==> config.mk <==
export PLATFORM = sky130hd
export DESIGN_NAME = pcs_fabric_word_mapping
export DESIGN_NICKNAME = d
export VERILOG_FILES = /design/src/verilog/tx_word_unpack.v /design/src/verilog/rx_word_pack.v /design/src/verilog/pcs_fabric_word_mapping.v
export VERILOG_INCLUDE_DIRS = /design/src /design/src/verilog
export SDC_FILE = /design/constraint.sdc
export NUM_CORES = 1
export LEC_CHECK = 0
export ABC_CLOCK_PERIOD_IN_PS = 2400
export BUFFER_PORTS_ARGS = -buffer_cell sky130_fd_sc_hd__buf_2
export CORE_ASPECT_RATIO = 1.5
export CORE_MARGIN = 8
export CORE_UTILIZATION = 35
export DETAILED_ROUTE_END_ITERATION = 7
export PLACE_DENSITY = 0.78
export SLEW_MARGIN = 10
export SYNTH_ARGS = -nofsm -noshare
export SYNTH_HDL_FRONTEND = slang
export SYNTH_HIERARCHICAL = 1
export SYNTH_SLANG_ARGS = --single-unit
export TNS_END_PERCENT = 30
==> constraint.sdc <==
create_clock -name SYS_CLK -period 2.4 [get_ports SYS_CLK]
set_clock_uncertainty 0.15 [all_clocks]
set_input_delay 0.12 -clock SYS_CLK [delete_from_list [all_inputs] [get_ports SYS_CLK]]
set_output_delay 0.12 -clock SYS_CLK [all_outputs]
set_load 0.05 [all_outputs]
==> src/verilog/pcs_word_map.vh <==
// register offsets, field positions, reset values and timing counts
// for the fabric word mapping block; definitions only
`ifndef PCS_WORD_MAP_VH
`define PCS_WORD_MAP_VH

// apb register byte offsets
`define OFS_CTRL 8'h00
`define OFS_STATUS 8'h04
`define OFS_INT_STATUS 8'h08
`define OFS_INT_MASK 8'h0c

// control register fields
`define CTRL_CODING_EN 0
`define CTRL_DOUBLE_WIDTH 1
`define CTRL_BYTE_SERIAL 2
`define CTRL_WIDTH 3
`define CTRL_RESET 3'h1

// status register fields
`define STAT_REF_LOCK 0
`define STAT_TX_CAL_BUSY 1
`define STAT_RX_CAL_BUSY 2
`define STAT_SLIP_ACTIVE 3
`define STAT_CLK_STRETCH 4

// interrupt event bits
`define EV_LOCK_GAINED 0
`define EV_LOCK_LOST 1
`define EV_SLIP_STEP 2
`define EV_TX_CAL_DONE 3
`define EV_RX_CAL_DONE 4
`define EV_CODE_ERR 5
`define EV_WIDTH 6
`define INT_MASK_RESET 6'h00

// transmit word layout
`define TX_STRIDE 11
`define TX_CTRL_BIT 8
`define TX_FORCE_BIT 9
`define TX_DISP_BIT 10

// receive word layout
`define RX_STRIDE 16
`define RX_CTRL_BIT 8
`define RX_ERR_BIT 9
`define RX_SYNC_BIT 10
`define RX_DERR_BIT 11
`define RX_PAT_BIT 12
`define RX_RM_LO 13
`define RX_RDISP_BIT 15

// rate match events from the pcs, 3 bits per lane
`define RM_NORMAL 3'h0
`define RM_DELETE 3'h1
`define RM_INSERT 3'h2
`define RM_UNDERFLOW 3'h3
`define RM_OVERFLOW 3'h4

// rate match codes on the fabric word
`define RMC_NORMAL 2'h0
`define RMC_DELETE 2'h1
`define RMC_INSERT 2'h2
`define RMC_UNDER_OVER 2'h3
`define RM_UNDERFLOW_MARK 9'h1fe

// bit slip sequence
`define SLIP_SKIP_BITS 2'h1
`define SLIP_STALL_CYCLES 2'h2
`define SLIP_STRETCH_UI 2'h2

`endif

==> src/verilog/tx_word_unpack.v <==
// splits the 64-bit transmit fabric word into up to four 11-bit lanes
// assumes the lane valid mask comes from the control decode in the top
`timescale 1ns/1ps
`include "pcs_word_map.vh"

module tx_word_unpack #(
  parameter LANES = 4
) (
  input wire clk,
  input wire reset,
  input wire [63:0] fabric_word,
  input wire coding_en,
  input wire [LANES-1:0] lane_mask,
  output reg [LANES*10-1:0] lane_data,
  output reg [LANES-1:0] lane_ctrl,
  output reg [LANES-1:0] lane_force_disp,
  output reg [LANES-1:0] lane_disp_neg,
  output reg [LANES-1:0] lane_valid
);

  genvar i;
  generate
    for (i = 0; i < LANES; i = i + 1) begin : lane
      // bits above the last lane's 11-bit field are never looked at
      wire [10:0] w = fabric_word[i*`TX_STRIDE +: 11];
      always @(posedge clk) begin
        if (reset) begin
          lane_data[i*10 +: 10] <= 10'h000;
          lane_ctrl[i] <= 1'b0;
          lane_force_disp[i] <= 1'b0;
          lane_disp_neg[i] <= 1'b0;
          lane_valid[i] <= 1'b0;
        end else begin
          lane_valid[i] <= lane_mask[i];
          if (!lane_mask[i]) begin
            lane_data[i*10 +: 10] <= 10'h000;
            lane_ctrl[i] <= 1'b0;
            lane_force_disp[i] <= 1'b0;
            lane_disp_neg[i] <= 1'b0;
          end else if (coding_en) begin
            lane_data[i*10 +: 10] <= {2'h0, w[7:0]};
            lane_ctrl[i] <= w[`TX_CTRL_BIT];
            lane_force_disp[i] <= w[`TX_FORCE_BIT];
            // disparity field only counts while forcing is on
            lane_disp_neg[i] <= w[`TX_FORCE_BIT] & w[`TX_DISP_BIT];
          end else begin
            lane_data[i*10 +: 10] <= w[9:0];
            lane_ctrl[i] <= 1'b0;
            lane_force_disp[i] <= 1'b0;
            lane_disp_neg[i] <= 1'b0;
          end
        end
      end
    end
  endgenerate

endmodule

==> src/verilog/rx_word_pack.v <==
// packs per-lane receive data and status into the 64-bit fabric word
// assumes status inputs are already aligned to the lane data
`timescale 1ns/1ps
`include "pcs_word_map.vh"

module rx_word_pack #(
  parameter LANES = 4
) (
  input wire clk,
  input wire reset,
  input wire coding_en,
  input wire [LANES-1:0] lane_mask,
  input wire [LANES*10-1:0] lane_data,
  input wire [LANES-1:0] lane_ctrl,
  input wire [LANES-1:0] lane_code_err,
  input wire [LANES-1:0] lane_sync,
  input wire [LANES-1:0] lane_disp_err,
  input wire [LANES-1:0] lane_pattern,
  input wire [LANES*3-1:0] lane_rate_event,
  input wire [LANES-1:0] lane_run_disp,
  output reg [LANES*16-1:0] fabric_word
);

  // rate match event to the two-bit field, per coding mode
  function [1:0] rm_code;
    input [2:0] ev;
    input coding;
    begin
      case (ev)
        `RM_DELETE: rm_code = `RMC_DELETE;
        `RM_INSERT: rm_code = `RMC_INSERT;
        `RM_UNDERFLOW: rm_code = coding ? `RMC_UNDER_OVER : `RMC_INSERT;
        `RM_OVERFLOW: rm_code = coding ? `RMC_NORMAL : `RMC_UNDER_OVER;
        default: rm_code = `RMC_NORMAL;
      endcase
    end
  endfunction

  genvar i;
  generate
    for (i = 0; i < LANES; i = i + 1) begin : lane
      wire [2:0] ev = lane_rate_event[i*3 +: 3];
      wire under_raw = !coding_en && (ev == `RM_UNDERFLOW);
      reg [15:0] w;
      always @* begin
        w = 16'h0000;
        if (coding_en) begin
          w[7:0] = lane_data[i*10 +: 8];
          w[`RX_CTRL_BIT] = lane_ctrl[i];
          w[`RX_ERR_BIT] = lane_code_err[i];
        end else if (under_raw) begin
          w[8:0] = `RM_UNDERFLOW_MARK;
        end else begin
          w[9:0] = lane_data[i*10 +: 10];
        end
        w[`RX_SYNC_BIT] = lane_sync[i];
        w[`RX_DERR_BIT] = lane_disp_err[i];
        w[`RX_PAT_BIT] = lane_pattern[i];
        w[`RX_RM_LO +: 2] = rm_code(ev, coding_en);
        w[`RX_RDISP_BIT] = lane_run_disp[i];
      end
      always @(posedge clk) begin
        if (reset)
          fabric_word[i*16 +: 16] <= 16'h0000;
        else if (lane_mask[i])
          fabric_word[i*16 +: 16] <= w;
        else
          fabric_word[i*16 +: 16] <= 16'h0000;
      end
    end
  endgenerate

endmodule

==> src/verilog/pcs_fabric_word_mapping.v <==
// top of the fabric word mapping block: apb registers, interrupt,
// lock and calibration flags, bit slip sequencer, tx and rx mappers
// assumes one clock, synchronous active high reset, inputs synchronous
//
// Notes on behaviour
// - The reference lock flag is high while the recovery loop is locked.
// - A slip request alternately skips one serial bit and stalls 2 cycles.
// - A slip may stretch one parallel clock period by up to 2 UI.
// - TX cal busy is high in initial cal or reconfig reset, not manual cal.
// - RX cal busy is high in initial cal or reconfig reset, not manual cal.
// - The TX fabric word is 64 bits and its top 20 bits are ignored.
// - With coding on, TX bit 9 forces disparity chosen by bit 10, 1 negative.
// - With coding off, TX bits 9:0 are raw data and bit 10 is unused.
// - Valid TX words sit at an 11-bit stride chosen by width and serializer.
// - With coding on, RX bits 7:0 data, bit 8 control, bit 9 code error.
// - RX bits 10, 11, 12, 15: sync, disparity error, pattern, disparity.
// - With coding on, RX bits 14:13 give normal, delete, insert, underflow.
// - Coding off: RX bits 14:13 give insert or underflow mark, overflow.
// - Valid RX words sit at a 16-bit stride chosen by width and serializer.
`timescale 1ns/1ps
`include "pcs_word_map.vh"

module pcs_fabric_word_mapping #(
  parameter LANES = 4
) (
  input wire SYS_CLK,
  input wire RESET,
  input wire PSEL,
  input wire PENABLE,
  input wire PWRITE,
  input wire [7:0] PADDR,
  input wire [31:0] PWDATA,
  output reg [31:0] PRDATA,
  output reg PREADY,
  output reg PSLVERR,
  output reg IRQ,
  input wire [63:0] TX_FABRIC_WORD,
  output wire [LANES*10-1:0] TX_LANE_DATA,
  output wire [LANES-1:0] TX_LANE_CTRL,
  output wire [LANES-1:0] TX_FORCE_DISP,
  output wire [LANES-1:0] TX_DISP_NEG,
  output wire [LANES-1:0] TX_LANE_VALID,
  input wire [LANES*10-1:0] RX_LANE_DATA,
  input wire [LANES-1:0] RX_LANE_CTRL,
  input wire [LANES-1:0] RX_CODE_ERR,
  input wire [LANES-1:0] RX_SYNC,
  input wire [LANES-1:0] RX_DISP_ERR,
  input wire [LANES-1:0] RX_PATTERN,
  input wire [LANES*3-1:0] RX_RATE_EVENT,
  input wire [LANES-1:0] RX_RUN_DISP,
  output wire [LANES*16-1:0] RX_FABRIC_WORD,
  input wire CDR_LOCKED,
  output reg CDR_REF_LOCK_FLAG,
  input wire CLK_SLIP_REQ,
  output reg SER_SKIP_BIT,
  output reg SER_CLK_STALL,
  output reg PAR_CLK_STRETCH,
  input wire TX_CAL_INIT,
  input wire RX_CAL_INIT,
  input wire MANUAL_CAL,
  input wire RECONF_RESET,
  output reg TX_CAL_BUSY,
  output reg RX_CAL_BUSY
);

  localparam ST_IDLE = 2'h0;
  localparam ST_SKIP = 2'h1;
  localparam ST_STALL = 2'h2;

  reg [`CTRL_WIDTH-1:0] ctrl;
  reg [`EV_WIDTH-1:0] int_status;
  reg [`EV_WIDTH-1:0] int_mask;
  reg [1:0] slip_state;
  reg [1:0] next_slip_state;
  reg [1:0] slip_count;
  reg [1:0] next_slip_count;
  reg lock_prev;
  reg tx_busy_prev;
  reg rx_busy_prev;
  reg [`EV_WIDTH-1:0] events;
  reg [31:0] next_rdata;
  reg next_err;
  reg [LANES-1:0] lane_mask;

  wire coding_en = ctrl[`CTRL_CODING_EN];
  wire setup = PSEL && !PENABLE;
  wire access = PSEL && PENABLE && PREADY;
  wire wr = access && PWRITE && !PSLVERR;
  wire [`EV_WIDTH-1:0] w1c = (wr && PADDR == `OFS_INT_STATUS) ?
    PWDATA[`EV_WIDTH-1:0] : {`EV_WIDTH{1'b0}};

  // which of the four word slots carry data for a width setting
  function [3:0] slot_mask;
    input double_width;
    input byte_serial;
    begin
      case ({double_width, byte_serial})
        2'b00: slot_mask = 4'h1;
        2'b01: slot_mask = 4'h5;
        2'b10: slot_mask = 4'h3;
        default: slot_mask = 4'hf;
      endcase
    end
  endfunction

  // register address decode for the error answer; read data decodes with its own case
  function mapped;
    input [7:0] addr;
    begin
      mapped = (addr == `OFS_CTRL) || (addr == `OFS_STATUS) ||
        (addr == `OFS_INT_STATUS) || (addr == `OFS_INT_MASK);
    end
  endfunction

  always @* begin
    lane_mask = slot_mask(ctrl[`CTRL_DOUBLE_WIDTH],
      ctrl[`CTRL_BYTE_SERIAL]);
  end

  // apb slave: answer in the first access cycle, data latched at setup
  always @* begin
    next_rdata = 32'h00000000;
    next_err = !mapped(PADDR);
    case (PADDR)
      `OFS_CTRL: next_rdata[`CTRL_WIDTH-1:0] = ctrl;
      `OFS_STATUS: begin
        next_rdata[`STAT_REF_LOCK] = CDR_REF_LOCK_FLAG;
        next_rdata[`STAT_TX_CAL_BUSY] = TX_CAL_BUSY;
        next_rdata[`STAT_RX_CAL_BUSY] = RX_CAL_BUSY;
        next_rdata[`STAT_SLIP_ACTIVE] = slip_state != ST_IDLE;
        next_rdata[`STAT_CLK_STRETCH] = PAR_CLK_STRETCH;
      end
      `OFS_INT_STATUS: next_rdata[`EV_WIDTH-1:0] = int_status;
      `OFS_INT_MASK: next_rdata[`EV_WIDTH-1:0] = int_mask;
      default: next_rdata = 32'h00000000;
    endcase
  end

  always @(posedge SYS_CLK) begin
    if (RESET) begin
      PRDATA <= 32'h00000000;
      PREADY <= 1'b0;
      PSLVERR <= 1'b0;
    end else begin
      PREADY <= setup;
      if (setup) begin
        PRDATA <= PWRITE ? 32'h00000000 : next_rdata;
        PSLVERR <= next_err;
      end else if (access) begin
        PRDATA <= 32'h00000000;
        PSLVERR <= 1'b0;
      end
    end
  end

  always @(posedge SYS_CLK) begin
    if (RESET) begin
      ctrl <= `CTRL_RESET;
      int_mask <= `INT_MASK_RESET;
    end else if (wr) begin
      if (PADDR == `OFS_CTRL)
        ctrl <= PWDATA[`CTRL_WIDTH-1:0];
      if (PADDR == `OFS_INT_MASK)
        int_mask <= PWDATA[`EV_WIDTH-1:0];
    end
  end

  // lock and calibration flags
  always @(posedge SYS_CLK) begin
    if (RESET) begin
      CDR_REF_LOCK_FLAG <= 1'b0;
      TX_CAL_BUSY <= 1'b1;
      RX_CAL_BUSY <= 1'b1;
      lock_prev <= 1'b0;
      tx_busy_prev <= 1'b1;
      rx_busy_prev <= 1'b1;
    end else begin
      CDR_REF_LOCK_FLAG <= CDR_LOCKED;
      // a manual re-run of calibration never raises the busy flags
      TX_CAL_BUSY <= (TX_CAL_INIT && !MANUAL_CAL) || RECONF_RESET;
      RX_CAL_BUSY <= (RX_CAL_INIT && !MANUAL_CAL) || RECONF_RESET;
      lock_prev <= CDR_REF_LOCK_FLAG;
      tx_busy_prev <= TX_CAL_BUSY;
      rx_busy_prev <= RX_CAL_BUSY;
    end
  end

  // slip sequencer: one skip step, then a two-cycle stall, while requested
  always @* begin
    next_slip_state = slip_state;
    next_slip_count = slip_count;
    case (slip_state)
      ST_IDLE: begin
        if (CLK_SLIP_REQ) begin
          next_slip_state = ST_SKIP;
          next_slip_count = `SLIP_SKIP_BITS;
        end
      end
      ST_SKIP: begin
        if (slip_count == 2'h1) begin
          next_slip_state = ST_STALL;
          next_slip_count = `SLIP_STALL_CYCLES;
        end else begin
          next_slip_count = slip_count - 2'h1;
        end
      end
      ST_STALL: begin
        if (slip_count == 2'h1) begin
          next_slip_state = CLK_SLIP_REQ ? ST_SKIP : ST_IDLE;
          next_slip_count = `SLIP_SKIP_BITS;
        end else begin
          next_slip_count = slip_count - 2'h1;
        end
      end
      default: begin
        next_slip_state = ST_IDLE;
        next_slip_count = 2'h0;
      end
    endcase
  end

  always @(posedge SYS_CLK) begin
    if (RESET) begin
      slip_state <= ST_IDLE;
      slip_count <= 2'h0;
      SER_SKIP_BIT <= 1'b0;
      SER_CLK_STALL <= 1'b0;
      PAR_CLK_STRETCH <= 1'b0;
    end else begin
      slip_state <= next_slip_state;
      slip_count <= next_slip_count;
      SER_SKIP_BIT <= next_slip_state == ST_SKIP;
      SER_CLK_STALL <= next_slip_state == ST_STALL;
      // each stall cycle lengthens the recovered parallel period by one UI
      PAR_CLK_STRETCH <= next_slip_state == ST_STALL;
    end
  end

  // events, sticky status with write-one-to-clear; a new event wins
  always @* begin
    events = {`EV_WIDTH{1'b0}};
    events[`EV_LOCK_GAINED] = CDR_REF_LOCK_FLAG && !lock_prev;
    events[`EV_LOCK_LOST] = !CDR_REF_LOCK_FLAG && lock_prev;
    events[`EV_SLIP_STEP] = slip_state == ST_STALL && slip_count == 2'h1;
    events[`EV_TX_CAL_DONE] = tx_busy_prev && !TX_CAL_BUSY;
    events[`EV_RX_CAL_DONE] = rx_busy_prev && !RX_CAL_BUSY;
    events[`EV_CODE_ERR] = coding_en && |(RX_CODE_ERR & lane_mask);
  end

  always @(posedge SYS_CLK) begin
    if (RESET) begin
      int_status <= {`EV_WIDTH{1'b0}};
      IRQ <= 1'b0;
    end else begin
      int_status <= (int_status & ~w1c) | events;
      IRQ <= |(((int_status & ~w1c) | events) & int_mask);
    end
  end

  tx_word_unpack #(
    .LANES(LANES)
  ) u_tx (
    .clk(SYS_CLK),
    .reset(RESET),
    .fabric_word(TX_FABRIC_WORD),
    .coding_en(coding_en),
    .lane_mask(lane_mask),
    .lane_data(TX_LANE_DATA),
    .lane_ctrl(TX_LANE_CTRL),
    .lane_force_disp(TX_FORCE_DISP),
    .lane_disp_neg(TX_DISP_NEG),
    .lane_valid(TX_LANE_VALID)
  );

  rx_word_pack #(
    .LANES(LANES)
  ) u_rx (
    .clk(SYS_CLK),
    .reset(RESET),
    .coding_en(coding_en),
    .lane_mask(lane_mask),
    .lane_data(RX_LANE_DATA),
    .lane_ctrl(RX_LANE_CTRL),
    .lane_code_err(RX_CODE_ERR),
    .lane_sync(RX_SYNC),
    .lane_disp_err(RX_DISP_ERR),
    .lane_pattern(RX_PATTERN),
    .lane_rate_event(RX_RATE_EVENT),
    .lane_run_disp(RX_RUN_DISP),
    .fabric_word(RX_FABRIC_WORD)
  );

endmodule

# == Word level (Yosys, flattened, before mapping) ==
# Cells that the tools add are included.
# word_totals
regBits,182
inputBits,191
out_inout_bits,161
# op_classes
add_sub_neg,1
eq_ne,27
n_mux,37
n_bitwise,14
n_reduce_logical,53
# ops
op,count
32-bit two-way mux,2
10-bit two-way mux,4
9-bit two-way mux,4
2-bit case mux with 4 select lines,4
"3-bit by 2-bit == test with 1-bit output, second input constant",8
3-bit OR reduction,8
1-bit logical AND,18
2-bit case mux with 3 select lines,3
"8-bit by 4-bit == test with 1-bit output, second input constant",2
2-bit two-way mux,7
6-bit AND,2
"3-bit by 1-bit == test with 1-bit output, second input constant",4
"3-bit == test, second input constant",4
6-bit two-way mux,2
3-bit case mux with 4 select lines,1
4-bit case mux with 3 select lines,1
1-bit logical NOT,9
"2-bit by 1-bit == test with 1-bit output, second input constant",4
"8-bit by 3-bit == test with 1-bit output, second input constant",1
8-bit logical NOT,1
1-bit two-way mux,8
2-bit OR reduction,4
"2-bit == test, second input constant",3
6-bit NOT,1
other kinds (13),27

# == Depth between registers and ports, before layout ==
# depth
ltp_word,11
depth_mapped,7
depth_no_buf,7

# == Cells and area by module ==
# The synthesis kept the hierarchy.
# by_module_without_submodules
mod,instances,cells_per_inst,area_each_um2,seq_area_each_um2
rx_word_pack,1,197,2055.7,1281.2
pcs_fabric_word_mapping,1,214,1858.0,720.7
tx_word_unpack,1,119,1564.0,1121.1

# == Worst setup path before layout ==
# OpenSTA, ideal clock, no wires.
# synth_timing
path_type,flip-flop to flip-flop
startpoint,reg PSLVERR
endpoint,reg IRQ
setup_time_ns,0.132
arrival_ns,1.823
required_time_ns,2.118
setup_slack_ns,0.295
path_stages_with_launch,6
path_buffers,0
period_less_slack_ns,2.105
cell_sequence,dfxtp_1 > or3b_2 > nor4_4 > o221ai_2 > a22oi_1 > a31oi_1
# synth_between
elab_chain_len,9
# synth_rtl
element,line_no,text
"start, declared",pcs_fabric_word_mapping.v:35,"output reg PSLVERR,"
"start signal, assigned",pcs_fabric_word_mapping.v:148,PSLVERR <= next_err;
1-bit logical NOT,pcs_fabric_word_mapping.v:88,wire wr = access && PWRITE && !PSLVERR;
1-bit logical AND,pcs_fabric_word_mapping.v:88,
1-bit logical AND (no source line),-,
6-bit two-way mux,pcs_fabric_word_mapping.v:89,wire [`EV_WIDTH-1:0] w1c = (wr && PADDR == `OFS_INT_STATUS) ?
6-bit NOT,pcs_fabric_word_mapping.v:256,IRQ <= |(((int_status & ~w1c) | events) & int_mask);
6-bit AND,pcs_fabric_word_mapping.v:256,
6-bit bitwise OR,pcs_fabric_word_mapping.v:256,
6-bit AND,pcs_fabric_word_mapping.v:256,
6-bit OR reduction,pcs_fabric_word_mapping.v:256,
"end signal, assigned",pcs_fabric_word_mapping.v:256,
"end, declared",pcs_fabric_word_mapping.v:36,"output reg IRQ,"
# Every way passes these cells.
# A chain may end at the register's enable or synchronous reset.

# == Worst setup path after layout ==
# layout_timing
startpoint,reg ctrl[0]
endpoint,reg u_rx.fabric_word[8]
# layout_between
elab_chain_len,4
# layout_rtl
element,line_no,text
"start, declared",pcs_fabric_word_mapping.v:70,reg [`CTRL_WIDTH-1:0] ctrl;
"start signal, assigned",pcs_fabric_word_mapping.v:158,ctrl <= `CTRL_RESET;
"start signal, assigned",pcs_fabric_word_mapping.v:162,ctrl <= PWDATA[`CTRL_WIDTH-1:0];
1-bit logical NOT,rx_word_pack.v:43,wire under_raw = !coding_en && (ev == `RM_UNDERFLOW);
1-bit logical AND,rx_word_pack.v:43,
9-bit two-way mux,rx_word_pack.v:51,end else if (under_raw) begin
10-bit two-way mux (*),rx_word_pack.v:47,if (coding_en) begin
"end signal, assigned by index",rx_word_pack.v:66,fabric_word[i*16 +: 16] <= w;
"end, declared",rx_word_pack.v:21,output reg [LANES*16-1:0] fabric_word
# Every way passes the cells marked *; elsewhere a longest branch is shown, timed or not.

==> reports/results.ini <==
[cells_and_area]
diodes=0
drive_gt1_share_pct=34.9
fin_area_mm2=0.00902
regArea_mm2=0.00312
nFillCells=1227
area_growth_pct=64.6
nets=1151
multi_input_area_mm2=0.00208

[synth]
yosysWarnings=6
yosysTopAreaCell=dfxtp_1
syn_area_mm2=0.00548
synth_cell_types=52
yosys.area.top_type_share_pct=57.0
avgSynthCellArea_um2=10.3
synthTopCellsByArea=dfxtp_1 57%, and2_1 5.6%, nor2_1 4.0%
synthCells=530
ys.flop_type=dfxtp_1
synth_edf_count=0
ys_seq_elements=156
ys_seq_area_share_pct=57.0
async_flop_share_pct=0

[global_route]
grt_use_total_pct=18.7
grt_pass1_wl_um=29500
grt_antenna_before_repair=0
grt_pass1_vias=5689
grt.overflow.total=0
grt_max_degree=37

[die]
core_mm2=0.0155
initial_core_util_pct=35.4
die_w_um=118
io_pins=352
num_rows=56
die_h_um=169
die-area_mm2=0.0200

[sta]
fin_hold_ws_ps=45.3
max_freq_ghz=0.440
fin_setup_tns_ps=0
layout_min_cycle_time_ps=2270
final_hold_viol_count=0
slew_violations=0
worst_pin_slew_ps=783
fin_crit_sh_pct=94.7
setup_violations=0
rsz0062_at_grt=no
relSlewSlack_pct=47.7
worst_slack_ps=128

[placement]
place_ws_ps=359
dp_hpwl_um=13000
post_dp_cell_area_mm2=0.00693
port_buffers=279
place_congestion=0.836

[routing]
initialDrtViolationCount=328
vias=5328
dr.pass1.iters=4
drc=0
postRouteAntennaNets=0
avgViaCountPerCell=4.54
routedWlPerCell_um=16.7
wl_um=19600

[clock_network]
cts_num_sinks=156
h-tree-depth=4
insertion_delay_ps=420
cts_buffers=17
clockBufferDepth=2
cts_resized=0
cts_root_buffer=clkbuf_16
cts_tree=yes
cts.reportedPaths.clkPinSlew_ps=70

[worst_hold_path]
hold_path_startpoint=PADDR[3]
hp-class=in2reg
min_path_cells=3
min_to=PRDATA[5]

[critical_path]
required_ps=2540
crit_type=reg2reg
cp_max_fo=31
start_kind=flip-flop
r2r_end=u_rx/fabric_word[8]
r2r_cells=4
worst_setup_path_end_kind=flip-flop
r2r_slack_ps=130
cp_data_arrival_time_ps=2410
r2r_start=ctrl[0]

[power_and_ir_drop]
report.power.total_uw=6000
power.leakage_uw=0.00439
peakVddDrop_uv=383
powerDensity_mw_per_mm2=666

[flow_run]
cap_violations=0

[outcome]
status=completed

==> power breakdown <==
part	internal [µW]	total [µW]	switching, µW
registers	2630	2660	27.3
clock network	1410	2670	1270
logic	312	676	364
==> cells by family (layout without fill, tap and decap cells) <==
group,count (synthesis),after routing,synth area share (%)
other,2,29,0.137
flip-flops,156,156,57.0
buffers and inverters,62,475,6.97
AND/OR/NAND/NOR,224,224,23.6
AO/OA/AOI/OAI,70,70,8.52
multiplexers,13,13,3.11
adder cells (fa/ha/maj),3,3,0.685
==> worst max-delay path by stage <==
| stage | start | end | slack [ps] | cells past startpoint |
|---|---|---|---|---|
| after CTS | ctrl[0] | u_rx/fabric_word[8] | 150 | 4 |
| after detailed placement | PADDR[1] | int_mask[2] | 360 | 6 |
| after floorplan | PSLVERR | IRQ | 290 | 5 |
| after global placement | PADDR[1] | int_mask[5] | 360 | 6 |
| final | ctrl[0] | u_rx/fabric_word[8] | 130 | 4 |
| after global routing | ctrl[0] | u_rx/fabric_word[8] | 50 | 4 |
==> synth_stat cells, types with 7 or more instances <==
| library cell | count |
|---|---|
| nand3b_1 | 9 |
| and2_1 | 49 |
| clkbuf_1 | 11 |
| mux2i_1 | 8 |
| o21ai_0 | 9 |
| buf_2 | 8 |
| and3b_1 | 7 |
| nor2b_1 | 12 |
| o21a_1 | 14 |
| inv_1 | 11 |
| nor2_1 | 58 |
| nand2b_1 | 19 |
| nand2_1 | 25 |
| and3_1 | 10 |
| a21oi_1 | 19 |
| dfxtp_1 | 156 |
| buf_4 | 27 |
==> sequential cells by signal, indices dropped and copies added, names as in the netlist, 2 cells and up <==
register	count
int_status	6
u_tx/lane_ctrl	4
int_mask	6
ctrl	3
u_tx/lane_data	40
PRDATA	6
u_tx/lane_disp_neg	4
slip_state	2
u_rx/fabric_word	64
u_tx/lane_force_disp	4
slip_count	2
u_tx/lane_valid	4
==> worst max-delay path, stage by stage, from the launching register on <==
cell and delay, ps:
dfxtp_2 730, and4bb_1 420, a211oi_2 230, dlygate4sd3_1 580, nor2_1 40
==> cell usage in the layout, fill, tap and decap left out, types with 6 or more instances in the layout <==
cell type | Yosys | routed
a21oi_1 | 19 | 19
nor2b_1 | 12 | 12
conb_1 | 2 | 29
o21a_1 | 14 | 14
clkbuf_16 | 0 | 17
nand3b_1 | 9 | 9
a22oi_1 | 6 | 6
nor2_1 | 58 | 58
mux2i_1 | 8 | 8
nand3_1 | 6 | 6
and3b_1 | 7 | 7
and3_1 | 10 | 10
buf_2 | 8 | 279
nand2b_1 | 19 | 19
o21ai_0 | 9 | 9
dlygate4sd3_1 | 0 | 148
nand2_1 | 25 | 25
and2_1 | 49 | 49
inv_1 | 11 | 11
dfxtp_1 | 156 | 155
==> area by class of cell <==
cell class / count / area share (%)
flip-flops and latches: 156 / 34.7
clock inverters: 15 / 1.94
inverters: 11 / 0.458
clock buffers: 17 / 4.72
well taps: 203 / 2.82
repair buffers: 432 / 32.3
multi-input cells: 339 / 23.1
==> per-stage QoR <==
stage / util [%] / instances
final: 58.2 / 1173
after global routing: 58.2 / 1173
after CTS: 58.2 / 1173
after detailed placement: 44.8 / 993
after global placement: 44.8 / 993
after floorplan: - / 557
==> routing by layer <==
layer | routed length [µm] | track usage [%] | share of wire, %
met2 | 10600 | 35.0 | 54
met1 | 7020 | 17.7 | 36
met3 | 1330 | 6.36 | 6.8
met5 | 0 | 0 | 0
met4 | 712 | 9.96 | 3.6
==> what timing repair did <==
action / CTS / global route
buffers inserted: 0 / 0
hold endpoints to repair: 144 / 0
hold buffers: 148 / 0
Note: power is estimated with default switching activity, not from simulation.
